<file path="config.mk">
export PLATFORM = sky130hd
export DESIGN_NAME = rtsw_status_word
export DESIGN_NICKNAME = d
export VERILOG_FILES = /design/src/include/rtsw_pkg.sv /design/src/hw/rtsw_odd_parity.sv /design/src/hw/rtsw_status_word.sv
export SDC_FILE = /design/constraint.sdc
export NUM_CORES = 1
export LEC_CHECK = 0
export ABC_AREA = 1
export BUFFER_PORTS_ARGS = -buffer_cell sky130_fd_sc_hd__buf_2
export CAP_MARGIN = 20
export CORE_AREA = 2 2 52 54
export DETAILED_ROUTE_END_ITERATION = 10
export DIE_AREA = 0 0 54 56
export GPL_TIMING_DRIVEN = 0
export PLACE_DENSITY = 0.62
export SYNTH_ARGS = -nofsm -noshare
export SYNTH_HDL_FRONTEND = slang
export SYNTH_HIERARCHICAL = 1
export SYNTH_SLANG_ARGS = --single-unit
export TNS_END_PERCENT = 1
</file>
<file path="constraint.sdc">
create_clock -name i_clk -period 0.8 [get_ports i_clk]
set_clock_uncertainty 0.1 [all_clocks]
set_input_delay 0.16 -clock i_clk [delete_from_list [all_inputs] [get_ports i_clk]]
set_output_delay 0.16 -clock i_clk [all_outputs]
set_load 0.05 [all_outputs]
</file>
<file path="src/include/rtsw_pkg.sv">
// Package for the reset and trim status word block.
// Assumes a single clock domain and a host access port that presents
// one request per cycle (read or write strobe with a word address).
`default_nettype none

package rtsw_pkg;

	// Width of the word address carried by the access port
	localparam int unsigned ADDR_W            = 7;
	// Width of the status word as seen by the host
	localparam int unsigned WORD_W            = 10;
	// Width of the factory booster offset trim code
	localparam int unsigned TRIM_W            = 5;

	// Address of the reset and trim status word
	localparam logic [ADDR_W-1:0] RESET_AND_TRIM_STATUS_ADDR = 7'h19;

	// Field positions inside the status word
	localparam int unsigned TRIM_LSB          = 0;
	localparam int unsigned TRIM_MSB          = 4;
	localparam int unsigned RST_FLAG_POS      = 5;
	localparam int unsigned UNUSED_LO_LSB     = 6;
	localparam int unsigned UNUSED_LO_MSB     = 7;
	localparam int unsigned PARITY_POS        = 8;
	localparam int unsigned UNUSED_HI_POS     = 9;

	// Value of the power-up reset flag after power-on reset
	localparam logic        RST_FLAG_RESET    = 1'h1;
	// Value of the unused positions on every read
	localparam logic [1:0]  UNUSED_LO_VALUE   = 2'h0;
	localparam logic        UNUSED_HI_VALUE   = 1'h0;
	// Value of read data and strobes after reset
	localparam logic [WORD_W-1:0] WORD_RESET  = 10'h000;
	localparam logic        STROBE_RESET      = 1'h0;

	// Cycles from a taken read to its answer on the port
	localparam int unsigned READ_LATENCY      = 1;

	// One access from the host side, taken in a single cycle
	typedef struct packed {
		logic              rd;    // Read strobe, one cycle
		logic              wr;    // Write strobe, one cycle
		logic [ADDR_W-1:0] addr;  // Word address
	} rtsw_req_s;

	// Answer returned to the host side
	typedef struct packed {
		logic              valid;   // Read answer present
		logic              refused; // Write aimed at this word dropped
		logic [WORD_W-1:0] data;    // Read data
	} rtsw_rsp_s;

endpackage

`default_nettype wire

</file>
<file path="src/hw/rtsw_odd_parity.sv">
// Odd parity generator for the status word.
// Assumes the caller passes every reported bit except the parity bit itself.
`timescale 1ns/100ps
`default_nettype none

module rtsw_odd_parity #(
	parameter int unsigned WIDTH = 9  // Bits covered, parity bit excluded
) (
	input  wire logic [WIDTH-1:0] i_bits,    // Bits covered by the parity
	output logic                  o_parity   // Bit that makes the total odd
);

	// Odd parity: set when the covered bits hold an even count of ones,
	// so that covered bits plus parity always carry an odd count
	always_comb begin
		o_parity = ~(^i_bits);
	end

endmodule

`default_nettype wire

</file>
<file path="src/hw/rtsw_status_word.sv">
// Reset and trim status word: a read-only ten-bit word in the register map.
// Assumes the host access port is decoded upstream into one read or write
// strobe per cycle with a word address, all on i_clk, and that the trim
// code comes from factory fuse logic on the same clock.
//
// Notes on behaviour
// - Bits 4:0 show live factory trim code
// - Bit 5 latched reset flag, powers up one
// - Bits 7 and 6 always read zero
// - Bit 8 makes total ones count odd
// - Bit 9 always reads zero
`timescale 1ns/100ps
`default_nettype none

module rtsw_status_word #(
	parameter int unsigned TRIM_W = rtsw_pkg::TRIM_W  // Trim code width
) (
	input  wire logic                            i_clk,           // 40 MHz clock
	input  wire logic                            i_rst,           // Async reset
	input  wire rtsw_pkg::rtsw_req_s             i_req,           // Host access
	input  wire logic [TRIM_W-1:0]               i_trim_code,     // Factory trim
	output logic [rtsw_pkg::WORD_W-1:0]          o_rd_data,       // Read data
	output logic                                 o_rd_valid,      // Read answer
	output logic                                 o_wr_refused,    // Write dropped
	output logic [rtsw_pkg::WORD_W-1:0]          o_status_word,   // Live word
	output logic                                 o_power_up_reset_flag // Flag
);

	// Latched power-up reset flag
	logic                          power_up_reset_flag_r;
	// Word as it would be read in this cycle
	logic [rtsw_pkg::WORD_W-1:0]   word_now;
	// Bits covered by parity, parity position left out
	logic [rtsw_pkg::WORD_W-2:0]   parity_cover;
	// Parity bit from the generator
	logic                          parity_bit;
	// Access decoded to this word
	logic                          addr_hit;
	logic                          rd_hit;
	logic                          wr_hit;
	// Next values of the port registers
	logic [rtsw_pkg::WORD_W-1:0]   rd_data_nxt;
	logic                          rd_valid_nxt;
	logic                          wr_refused_nxt;
	// Port registers
	logic [rtsw_pkg::WORD_W-1:0]   rd_data_r;
	logic                          rd_valid_r;
	logic                          wr_refused_r;
	logic [rtsw_pkg::WORD_W-1:0]   status_word_r;

	// Address match against the one address this block owns
	function automatic logic match_addr(input logic [rtsw_pkg::ADDR_W-1:0] addr);
		match_addr = (addr == rtsw_pkg::RESET_AND_TRIM_STATUS_ADDR);
	endfunction

	// Access decode
	always_comb begin
		addr_hit = match_addr(i_req.addr);
		// Read wins if a broken master raises both strobes
		rd_hit   = i_req.rd & addr_hit;
		wr_hit   = i_req.wr & ~i_req.rd & addr_hit;
	end

	// Power-up reset flag
	// The flag is set by the reset itself and nothing in this block clears
	// it; a write must not disturb it, so the register has no write path.
	always_ff @(posedge i_clk or posedge i_rst) begin
		if (i_rst) begin
			power_up_reset_flag_r <= rtsw_pkg::RST_FLAG_RESET;
		end else begin
			power_up_reset_flag_r <= power_up_reset_flag_r;
		end
	end

	// Assemble the covered bits of the word
	// Parity is computed over exactly the bits the host sees, so the
	// constant zero fields are part of the cover and cost nothing.
	always_comb begin
		parity_cover = '0;
		parity_cover[rtsw_pkg::TRIM_MSB:rtsw_pkg::TRIM_LSB] =
			i_trim_code[rtsw_pkg::TRIM_W-1:0];
		parity_cover[rtsw_pkg::RST_FLAG_POS] = power_up_reset_flag_r;
		parity_cover[rtsw_pkg::UNUSED_LO_MSB:rtsw_pkg::UNUSED_LO_LSB] =
			rtsw_pkg::UNUSED_LO_VALUE;
		// Top unused bit lands one below its word position here
		// top bit zero
		parity_cover[rtsw_pkg::UNUSED_HI_POS-1] = rtsw_pkg::UNUSED_HI_VALUE;
	end

	// Odd parity over the nine covered bits
	rtsw_odd_parity #(
		.WIDTH (rtsw_pkg::WORD_W-1)
	) u_parity (
		.i_bits   (parity_cover),
		.o_parity (parity_bit)
	);

	// Word in host bit order
	always_comb begin
		word_now = '0;
		word_now[rtsw_pkg::UNUSED_LO_MSB:rtsw_pkg::TRIM_LSB] =
			parity_cover[rtsw_pkg::UNUSED_LO_MSB:0];
		word_now[rtsw_pkg::PARITY_POS] = parity_bit;
		word_now[rtsw_pkg::UNUSED_HI_POS] = rtsw_pkg::UNUSED_HI_VALUE;
	end

	// Next values for the host port
	// Reads of other addresses return zero data with no valid, so a
	// parent mux can simply OR the answers of several words together.
	always_comb begin
		rd_data_nxt    = rtsw_pkg::WORD_RESET;
		rd_valid_nxt   = rtsw_pkg::STROBE_RESET;
		wr_refused_nxt = rtsw_pkg::STROBE_RESET;
		if (rd_hit) begin
			// Sampled trim code, no latching of its own
			rd_data_nxt  = word_now;
			rd_valid_nxt = 1'h1;
		end
		if (wr_hit) begin
			wr_refused_nxt = 1'h1;
		end
	end

	// Read answer register
	always_ff @(posedge i_clk or posedge i_rst) begin
		if (i_rst) begin
			rd_data_r  <= rtsw_pkg::WORD_RESET;
			rd_valid_r <= rtsw_pkg::STROBE_RESET;
		end else begin
			rd_data_r  <= rd_data_nxt;
			rd_valid_r <= rd_valid_nxt;
		end
	end

	// Write refusal pulse
	always_ff @(posedge i_clk or posedge i_rst) begin
		if (i_rst) begin
			wr_refused_r <= rtsw_pkg::STROBE_RESET;
		end else begin
			wr_refused_r <= wr_refused_nxt;
		end
	end

	// Live copy of the word for other on-chip users
	// One cycle behind the trim input, like the read path.
	always_ff @(posedge i_clk or posedge i_rst) begin
		if (i_rst) begin
			status_word_r <= rtsw_pkg::WORD_RESET;
		end else begin
			status_word_r <= word_now;
		end
	end

	// Outputs straight from flip-flops
	assign o_rd_data             = rd_data_r;
	assign o_rd_valid            = rd_valid_r;
	assign o_wr_refused          = wr_refused_r;
	assign o_status_word         = status_word_r;
	assign o_power_up_reset_flag = power_up_reset_flag_r;

endmodule

`default_nettype wire

</file>
==> metrics.csv, run 1 <==
stage,metric,value,unit
outcome,status,"complete, but fails checks",
outcome,violations,"negative hold slack, negative setup slack",
die,initial_core_util,0.2912,
drt,vias,633,
run,maxCapViolCount,0,
grt,grt_antenna_before_repair,0,
yosys,yosysSeqAreaShare,0.5300,
yosys,synth_mux_area_frac,0,
timing,finalCritPeriodShare,1.513,
power_and_ir_drop,p_leak,0.7064,nW
yosys,synth_fa_ha_area_frac,0,
clocking,clock-root-buffer,clkbuf_4,
power_and_ir_drop,p_seq_frac,0.483,
place,dp_hpwl,1081,microns
layout,final_cell_mix,"27 x nand2_1, 20 x inv_1, 15 x conb_1, 15 x buf_2",
yosys,synthXorXnorAreaFrac,0.01237,
critical_path,cp_data_required_time,540,ps
clocking,htree_levels,1,
grt,overflow,0,
yosys,synth-seq-cells,15,
grt,grt_pass1_wl,2339,microns
die,fp-row-count,18,
timing,hold_slack,-193.5,ps
timing,fmax,826.3,MHz
place,gp_congestion,0.6671,
yosys,synth_area,708.2,sq um
die,die_x,54,microns
yosys,yosysWarnings,6,
drt,wl_per_cell,7.907,microns
place,dp_cells,163,
drt,wirelength,1360,microns
drt,drtPass1Iterations,3,
die,dieHeight,56,microns
timing,hold_viol,15,
clocking,hold_buffers,5,
critical_path,path_delay_family,flip-flops,
layout,layout.nets,159,
yosys,synth_top_family_by_area,simple AND/OR/NAND/NOR gates,
clocking,clkTransAtPathRegs,90,ps
critical_path,crit_type,reg -> out,
yosys,syn-instance-count,89,
power_and_ir_drop,switching_share,0.3172,
grt,grt_max_degree,16,
hold_path,min_path_type,in -> async,
clocking,cts_tree,done,
critical_path,cp-end-kind,primary output,
layout,final_cells,172,
timing,rsz0062_at_grt,true,
critical_path,path_buf_inv,2,
timing,relSlewSlack,0.6509,
die,core-area,2432,sq um
power_and_ir_drop,clkPwrFrac,0.246,
critical_path,crit_path_max_fanout,2,
drt,drt_iter0_markers,3,
layout,area_growth,61.13,%
critical_path,slowest_stage,dfrtp_2,
drt,vias_per_cell,3.680,
drt,antenna_left,0,
clocking,cts_inserted_buffers,3,
critical_path,crit_chain,"buf_8, buf_12",
critical_path,startpoint_type,flip-flop,
power_and_ir_drop,p_switching,523.2,uW
place,dp_slack,-306.0,ps
clocking,clk_path_buf_depth,2,
critical_path,slowest_delay,420,ps
place,io_buffers,31,
layout,finish.utilization,0.4691,
die,die-area,3024,sq um
power_and_ir_drop,p_int,1.126,mW
yosys,synth-compound-area-share,0,
layout,final_common_cell,nand2_1,
timing,setup_violations,17,
die,pin_count,39,
drt,drc,0,
layout,n_antenna_cell,0,
grt,grt_pass1_vias,624,
clocking,cts_sinks,15,
critical_path,cp.arrival,950,ps
grt,track_usage,0.1019,
timing,slew_viol_final,0,
power_and_ir_drop,ir_worst_vdd,0.0007506,V
yosys,synth_area_per_cell,7.957,sq um
layout,drive_above_1_share,0.3521,
yosys,ys_types,12,
timing,fin_ws,-410.3,ps
timing,fin_crit,1210,ps
yosys,yosys.area_share.simple,0.2509,
timing,worst_slew_pin_slew,523.1,ps
power_and_ir_drop,power_frac_comb,0.271,
power_and_ir_drop,power_density,1445,nW/um^2
[metrics by stage]
| step | TNS (ps) | cell area [sq um] | power, mW |
|---|---|---|---|
| finish | -4518 | 1141 | 1.649 |
| global route | -5322 | 1141 | 1.765 |
| CTS | -4668 | 1130 | 1.665 |
| detailed placement | -1851 | 958.4 | 1.198 |
| global placement | -1547 | 958.4 | 1.190 |
| floorplan | -883.8 | 765.7 | 1.108 |
[metal layers]
metal  GRT usage  vias up  wire (microns)
met1     0.08819      276             476
met5           0        -               0
met2      0.2143       21             778
li1            -      334               -
met3     0.02419        2             100
met4     0.02143        0               5
[power groups by stage]
stage	clock network [mW]	logic [mW]	registers, mW
after floorplan	0	0.207	0.901
after global placement	0	0.385	0.804
after detailed placement	0	0.393	0.805
after CTS	0.424	0.445	0.796
after global routing	0.474	0.492	0.799
final	0.406	0.448	0.796
[how the worst max path moves through the flow]
stage / start / endpoint / slack, ps / cells after the start
final: o_rd_data[5]$_DFF_PP0_ / o_rd_data[5] / -410 / 2
after global routing: o_rd_data[5]$_DFF_PP0_ / o_rd_data[5] / -450 / 2
after CTS: o_rd_data[5]$_DFF_PP0_ / o_rd_data[5] / -410 / 2
after detailed placement: i_trim_code[4] / o_rd_data[8]$_DFF_PP0_ / -310 / 11
after floorplan: o_rd_data[5]$_DFF_PP0_ / o_rd_data[5] / -160 / 1
after global placement: i_trim_code[3] / o_rd_data[8]$_DFF_PP0_ / -260 / 11
[cell families (layout without fill, tap and decap cells)]
family	after synthesis	count (layout)
xor gates and xnor gates	1	1
DFF	15	15
other	2	15
buffers and inverters	29	69
and+or+nand+nor	42	42
[Yosys cell counts]
cell type,instances,share of area
nor2_1,7,0.037
nand3_1,3,0.021
inv_1,20,0.11
nand3_2,1,0.014
inv_2,1,0.0053
nor2_2,2,0.018
dfrtp_1,15,0.53
xor2_1,1,0.012
conb_1,2,0.011
nand2_2,2,0.018
buf_4,8,0.085
nand2_1,27,0.14
[flip-flops by register name, summed over array words and instances (netlist names)]
register,flops
o_status_word,7
o_rd_data,7
o_wr_refused,1
[area by class of cell]
type	instances	area (sq um)
buffer	8	67.56
clock buffer	3	22.52
clock inverter	1	5.005
fill	242	1291
inverter	21	78.83
multi-input combinational	58	242.7
sequential	15	376.6
tap	30	37.54
timing repair buffer	36	310.3
[repair_timing]
action	in CTS	in global routing
buffers inserted	0	0
gates resized for setup	30	3
endpoints found under the setup margin	17	18
endpoints found under the hold margin	21	15
(Power assumes the default switching activity.)
==> run 2, diff against run 1 <==
--- a/config.mk
+++ b/config.mk
@@ -8,13 +8,13 @@
 export ABC_AREA = 1
 export BUFFER_PORTS_ARGS = -buffer_cell sky130_fd_sc_hd__buf_2
 export CAP_MARGIN = 20
-export CORE_AREA = 2 2 52 54
+export CORE_AREA = 2 2 48 50
+export CTS_CLUSTER_SIZE = 30
 export DETAILED_ROUTE_END_ITERATION = 10
-export DIE_AREA = 0 0 54 56
+export DIE_AREA = 0 0 50 52
 export GPL_TIMING_DRIVEN = 0
-export PLACE_DENSITY = 0.62
+export PLACE_DENSITY = 0.65
 export SYNTH_ARGS = -nofsm -noshare
 export SYNTH_HDL_FRONTEND = slang
-export SYNTH_HIERARCHICAL = 1
 export SYNTH_SLANG_ARGS = --single-unit
 export TNS_END_PERCENT = 1
==> metrics.csv, run 2 <==
stage,metric,value,unit,change
yosys,syn-instance-count,62,,-30%
layout,final_cell_mix,"16 x buf_2, 15 x buf_6, 14 x inv_1, 14 x dfrtp_1, 9 x nand2_1",,
timing,setup_violations,16,,-1
power_and_ir_drop,power_density,1553,nW/um^2,+7.5%
drt,drc,0,,unchanged
clocking,htree_levels,1,,unchanged
die,dieHeight,52,microns,-7.1%
grt,track_usage,0.09249,,-0.009378
grt,grt_pass1_wl,1773,microns,-24%
critical_path,crit_path_max_fanout,2,,unchanged
die,die-area,2600,sq um,-14%
critical_path,startpoint_type,flip-flop,,
clocking,cts_inserted_buffers,3,,unchanged
die,core-area,2106,sq um,-13%
yosys,synthFlopType,dfrtp_1,,
timing,worst_slew_pin_slew,525.0,ps,+1.924 ps
power_and_ir_drop,switching_share,0.2962,,-0.02098
clocking,postCtsSetupBuffers,0,,unchanged
yosys,synth_edf_count,0,,unchanged
yosys,synth_area_per_cell,9.767,sq um,+23%
drt,wl_per_cell,8.309,microns,+5.1%
drt,wirelength,1130,microns,-17%
critical_path,slowest_delay,420,ps,about the same
timing,relSlewSlack,0.6496,,-0.001283
yosys,synth_most_common_cell,dfrtp_1,,
die,fp-row-count,17,,-1
critical_path,crit_type,reg -> out,,
power_and_ir_drop,power_frac_comb,0.240,,-0.031
drt,drt_iter0_markers,1,,-2
yosys,synth_area,605.6,sq um,-14%
layout,n_antenna_cell,0,,unchanged
yosys,synth_common_cells,"15 x dfrtp_1, 14 x inv_1, 9 x nand2_1",,
layout,drive_above_1_share,0.4167,,+0.06455
yosys,synth.area.top_cells,"dfrtp_1 62%, buf_4 9.9%, inv_1 8.7%",,
timing,slew_viol_final,0,,unchanged
layout,final_common_cell,buf_2,,
yosys,synth_async_sr_flop_share,1.000,,unchanged
yosys,ys_types,10,,-2
critical_path,slowest_stage,dfrtp_2,,
drt,vias,494,,-22%
drt,vias_per_cell,3.632,,-1.3%
power_and_ir_drop,clkPwrFrac,0.257,,+0.011
yosys,synth_area_leader_cell,dfrtp_1,,
clocking,cts_sinks,15,,unchanged
layout,final_cells,136,,-21%
place,dp_slack,-262.8,ps,+43.19 ps
place,io_buffers,31,,unchanged
critical_path,cp-end-kind,primary output,,
clocking,clock-root-buffer,clkbuf_4,,
critical_path,cp.arrival,950,ps,about the same
outcome,status,"complete, but fails checks",,
critical_path,cp_data_required_time,540,ps,about the same
grt,grt_pass1_vias,459,,-26%
die,initial_core_util,0.2876,,-0.003570
power_and_ir_drop,p_total,1.572,mW,-4.7%
place,gp_congestion,0.7532,,+13%
timing,hold_viol,15,,unchanged
layout,area_growth,67.15,%,
power_and_ir_drop,p_int,1.106,mW,-1.7%
yosys,yosysWarnings,0,,-6
grt,grt_antenna_before_repair,0,,unchanged
clocking,hold_buffers,5,,unchanged
timing,hold_slack,-193.2,ps,+0.3480 ps
clocking,clk_path_buf_depth,2,,unchanged
die,pin_count,39,,unchanged
clocking,clkTransAtPathRegs,80,ps,about the same
timing,fin_ws,-411.8,ps,-1.566 ps
timing,fin_crit,1212,ps,+1.566 ps
timing,rsz0062_at_grt,true,,
power_and_ir_drop,ir_worst_vdd,0.0006640,V,-12%
grt,grt_max_degree,16,,unchanged
place,dp_hpwl,861.2,microns,-20%
die,die_x,50,microns,-7.4%
place,dp_cells,127,,-22%
power_and_ir_drop,p_switching,465.7,uW,-11%
drt,drtPass1Iterations,3,,unchanged
grt,overflow,0,,unchanged
power_and_ir_drop,p_leak,0.5900,nW,-16%
layout,layout.nets,125,,-21%
timing,fmax,825.2,MHz,-0.13%
timing,finalCritPeriodShare,1.515,,+0.001958
yosys,synth_top_area_share,0.6198,,+0.08980
critical_path,crit_chain,"buf_8, buf_6",,
hold_path,min_path_type,in -> async,,
yosys,yosysSeqAreaShare,0.6198,,+0.08980
outcome,violations,"negative hold slack, negative setup slack",,
yosys,synth-seq-cells,15,,unchanged
clocking,cts_tree,done,,
drt,antenna_left,0,,unchanged
power_and_ir_drop,p_seq_frac,0.504,,+0.021
run,maxCapViolCount,0,,unchanged
==> run 2: how the worst max path moves through the flow <==
| stage | from | endpoint | slack (ps) |
|---|---|---|---|
| after floorplan | o_rd_data[5]$_DFF_PP0_ | o_rd_data[5] | -160 |
| after global placement | i_req[2] | o_rd_data[8]$_DFF_PP0_ | -250 |
| after detailed placement | i_req[2] | o_rd_data[0]$_DFF_PP0_ | -260 |
| after CTS | o_rd_data[5]$_DFF_PP0_ | o_rd_data[5] | -430 |
| after global routing | o_rd_data[5]$_DFF_PP0_ | o_rd_data[5] | -450 |
| final | o_rd_data[5]$_DFF_PP0_ | o_rd_data[5] | -410 |
==> run 2: stage by stage <==
stage	setup TNS, ps	area (sq um)	util
6_report	-4465	1012	0.4807
5_1_grt	-5042	1012	0.4807
4_1_cts	-4706	997.2	0.4736
3_5_place_dp	-2355	827.0	0.3928
3_3_place_gp	-2200	827.0	0.3928
2_1_floorplan	-923.2	636.9	-
==> run 2: critical path: cells and delay by family (launching register included) <==
kind	cells	cell delay, ps
buffers and inverters	2	260
DFF	1	420
==> run 2: power groups by stage <==
stage	registers, mW	clock network (mW)	logic [mW]
floorplan	0.889	0	0.159
detailed placement	0.801	0	0.324
CTS	0.793	0.429	0.372
global placement	0.801	0	0.320
global route	0.794	0.462	0.404
finish	0.792	0.403	0.377
==> run 2: cells by family (layout without fill, tap and decap cells) <==
group                     after synthesis  after routing  synth area share
DFF                                    15             15            0.6198
buffers and inverters                  22             62            0.1860
other                                   2              8           0.01240
and+or+nand+nor                        22             22            0.1673
xor gates and xnor gates                1              1           0.01447
==> run 2: final cells by class <==
cell class                 count  area, sq um
inverter                      14        52.55
timing repair buffer          36        299.0
multi-input combinational     31        155.1
tap                           28        35.03
sequential                    15        376.6
clock buffer                   4        26.28
buffer                         8        67.56
fill                         207         1094
==> run 2: layer usage <==
layer  track usage  vias up  wire (microns)
met4       0.05556        0               4
met3       0.03736        2             150
li1              -      252               -
met5             0        -               0
met1       0.08015      210             367
met2        0.1754       30             607
==> run 2: what timing repair did <==
action	in CTS	in global routing
endpoints found under the hold margin	20	15
pin swaps	0	0
setup endpoints to repair	16	22
resized for setup	30	2
==> run 3, diff against run 2 <==
--- a/config.mk
+++ b/config.mk
@@ -5,13 +5,13 @@
 export SDC_FILE = /design/constraint.sdc
 export NUM_CORES = 1
 export LEC_CHECK = 0
-export ABC_AREA = 1
+export ABC_AREA = 0
 export BUFFER_PORTS_ARGS = -buffer_cell sky130_fd_sc_hd__buf_2
 export CAP_MARGIN = 20
-export CORE_AREA = 2 2 48 50
+export CORE_AREA = 2 2 47 49
 export CTS_CLUSTER_SIZE = 30
 export DETAILED_ROUTE_END_ITERATION = 10
-export DIE_AREA = 0 0 50 52
+export DIE_AREA = 0 0 49 51
 export GPL_TIMING_DRIVEN = 0
 export PLACE_DENSITY = 0.65
 export SYNTH_ARGS = -nofsm -noshare
==> metrics.csv, run 3 <==
stage,metric,value,unit,change
outcome,status,"complete, but fails checks",,
outcome,violations,"negative hold slack, negative setup slack",,
drt,drt_iter0_markers,0,,-1
power_and_ir_drop,ir_worst_vdd,0.0006797,V,+2.4%
yosys,synth_top_family_by_area,simple AND/OR/NAND/NOR gates,,
yosys,synth_fa_ha_area_frac,0,,unchanged
yosys,synth_area_leader_cell,dfrtp_1,,
layout,area_growth,72.47,%,
yosys,synth_edf_count,0,,unchanged
critical_path,slowest_delay,410,ps,about the same
clocking,cts_inserted_buffers,3,,unchanged
power_and_ir_drop,p_switching,459.4,uW,-1.4%
yosys,synthXorXnorAreaFrac,0.07048,,+0.05602
timing,setup_tns,-4422,ps,+42.81 ps
die,initial_core_util,0.2753,,-0.01226
grt,grt_pass1_vias,380,,-17%
die,core-area,2063,sq um,-2.0%
timing,hold_viol,16,,+1
timing,rsz0062_at_grt,true,,
yosys,synth_top_area_share,0.6608,,+0.04096
layout,final_cell_mix,"17 x buf_6, 14 x buf_2, 14 x dfrtp_1",,
layout,multi_input_area,158.9,sq um,+2.4%
timing,slew_viol_final,0,,unchanged
yosys,syn-instance-count,40,,-35%
critical_path,critPathLaunch,o_rd_data[5]$_DFF_PP0_,,
layout,regArea,376.6,sq um,unchanged
yosys,yosysWarnings,0,,unchanged
layout,final_common_cell,buf_6,,
timing,fin_ws,-389.5,ps,+22.38 ps
timing,fmax,840.7,MHz,+1.9%
drt,vias_per_cell,3.596,,-0.99%
clocking,clkTransAtPathRegs,80,ps,about the same
timing,relSlewSlack,0.6439,,-0.005692
yosys,synth_async_sr_flop_share,1.000,,unchanged
yosys,synth_most_common_cell,dfrtp_1,,
timing,setup_violations,17,,+1
grt,grtUsageMet1,0.09738,,+0.01723
yosys,synth.area.top_cells,"dfrtp_1 66%, buf_4 11%, nand4bb_1 5.9%",,
die,dieHeight,51,microns,-1.9%
hold_path,min_path_type,in -> async,,
grt,grt-busiest-layer,met2,,
timing,fin_crit,1189,ps,-22.38 ps
power_and_ir_drop,p_int,1.136,mW,+2.6%
timing,hold_slack,-179.8,ps,+13.37 ps
grt,grt_use_met2,0.1598,,-0.01562
layout,drive_above_1_share,0.5233,,+0.1066
clocking,htree_levels,1,,unchanged
drt,drc,0,,unchanged
critical_path,slowest_stage,dfrtp_2,,
critical_path,crit_type,reg -> out,,
timing,worst_slew_pin_slew,533.5,ps,+8.527 ps
critical_path,crit_chain,"buf_6, buf_8",,
critical_path,cp-end-kind,primary output,,
critical_path,cp_data_required_time,540,ps,about the same
yosys,synthFlopType,dfrtp_1,,
yosys,synth-seq-cells,15,,unchanged
yosys,ys_types,12,,+2
grt,grt_use_met3,0.03509,,-0.002269
yosys,yosys.area_share.simple,0.1432,,-0.02418
clocking,cts_tree,done,,
grt,track_usage,0.09515,,+0.002658
grt,overflow,0,,unchanged
grt,grt_max_degree,16,,unchanged
grt,grt_pass1_wl,1649,microns,-7.0%
run,maxCapViolCount,0,,unchanged
yosys,synth_common_cells,"15 x dfrtp_1, 8 x buf_4, 5 x and2_1",,
power_and_ir_drop,power_frac_comb,0.250,,+0.010
drt,drtPass1Iterations,1,,-2
layout,fillCellCount,204,,-1.4%
timing,finalCritPeriodShare,1.487,,-0.02798
yosys,synth_area,568.0,sq um,-6.2%
layout,layout.nets,103,,-18%
drt,antenna_left,0,,unchanged
clocking,postCtsSetupBuffers,0,,unchanged
critical_path,crit_path_max_fanout,2,,unchanged
die,pin_count,39,,unchanged
grt,grt_antenna_before_repair,0,,unchanged
die,fp-row-count,17,,unchanged
critical_path,startpoint_type,flip-flop,,
die,die_x,49,microns,-2.0%
yosys,synth_area_per_cell,14.20,sq um,+45%
yosys,synth_mux_area_frac,0,,unchanged
drt,wl_per_cell,9.404,microns,+13%
critical_path,cp.arrival,930,ps,-20 ps
clocking,hold_buffers,5,,unchanged
layout,n_antenna_cell,0,,unchanged
yosys,yosysSeqAreaShare,0.6608,,+0.04096
yosys,synth-compound-area-share,0,,unchanged
clocking,cts_sinks,15,,unchanged
place,gp_congestion,0.5940,,-21%
drt,vias,410,,-17%
die,die-area,2499,sq um,-3.9%
power_and_ir_drop,p_leak,0.5108,nW,-13%
power_and_ir_drop,p_seq_frac,0.501,,-0.003
power_and_ir_drop,clkPwrFrac,0.248,,-0.009
power_and_ir_drop,power_density,1628,nW/um^2,+4.8%
power_and_ir_drop,switching_share,0.2880,,-0.008249
clocking,clk_path_buf_depth,2,,unchanged
drt,wirelength,1072,microns,-5.1%
clocking,clock-root-buffer,clkbuf_4,,
place,dp_hpwl,760.5,microns,-12%
place,io_buffers,31,,unchanged
-- run 3: changes by cell type in the layout (fill, tap and decap cells not counted), moves of 2 or more --
cell | previous run | this run
nor2_1 | 8 | 0
nand3_1 | 3 | 0
nand2_1 | 9 | 0
buf_2 | 16 | 14
nand4bb_1 | 0 | 3
and2_1 | 0 | 5
inv_1 | 14 | 1
buf_6 | 15 | 17
-- run 3: kinds of logic (layout without fill, tap and decap cells) --
family / Yosys count / in the layout
xor+xnor: 3 / 3
other cells: 2 / 8
buf+inv: 9 / 49
flops: 15 / 15
simple gates: 11 / 11
-- run 3: area by class of cell --
| class | count | area share |
|---|---|---|
| timing repair buffer | 36 | 0.3218 |
| clock buffer | 4 | 0.02682 |
| inverter | 1 | 0.003831 |
| sequential | 15 | 0.3844 |
| buffer | 8 | 0.06513 |
| multi-input combinational | 22 | 0.1622 |
| tap | 28 | 0.03576 |
-- run 3: worst max path at each step --
stage                             end  slack (ps)  depth (start not counted)
4_1_cts                  o_rd_data[5]        -400                          2
3_3_place_gp   o_rd_data[3]$_DFF_PP0_        -380                          4
6_report                 o_rd_data[5]        -390                          2
2_1_floorplan  o_rd_data[8]$_DFF_PP0_        -230                          3
3_5_place_dp   o_rd_data[8]$_DFF_PP0_        -380                          4
5_1_grt                  o_rd_data[5]        -430                          2
-- run 3: metrics by stage --
stage	util	area, sq um	power [mW]	std cells	setup WS, ps
finish	0.4748	979.7	1.595	114	-389.5
global route	0.4748	979.7	1.687	114	-430.3
CTS	0.4663	962.2	1.622	114	-402.0
detailed placement	0.3790	782.0	1.146	105	-379.6
global placement	0.3790	782.0	1.142	105	-380.3
floorplan	-	591.8	1.065	46	-228.6
-- run 3: repair_timing --
| item | CTS | global route |
|---|---|---|
| setup endpoints to repair | 22 | 22 |
| pin swaps | 1 | 2 |
| resized for setup | 33 | 4 |
| cloned | 0 | 0 |
| hold endpoints to repair | 21 | 18 |
-- run 3: power by group through the flow --
stage          Combinational [mW]  Clock (mW)  Sequential, mW
2_1_floorplan               0.149           0           0.915
3_3_place_gp                0.335           0           0.807
3_5_place_dp                0.339           0           0.807
4_1_cts                     0.395       0.428           0.799
5_1_grt                     0.420       0.464           0.802
6_report                    0.400       0.396           0.799
-- run 3: routing by layer --
metal,vias to the layer above,wire length [microns]
met1,181,406
li1,201,-
met2,28,558
met3,0,107
met5,-,0
met4,0,0
-- run 3: worst max-delay path, delay by kind of cell (launching register included) --
kind,cells,cell delay (ps)
buf+inv,2,260
flops,1,410
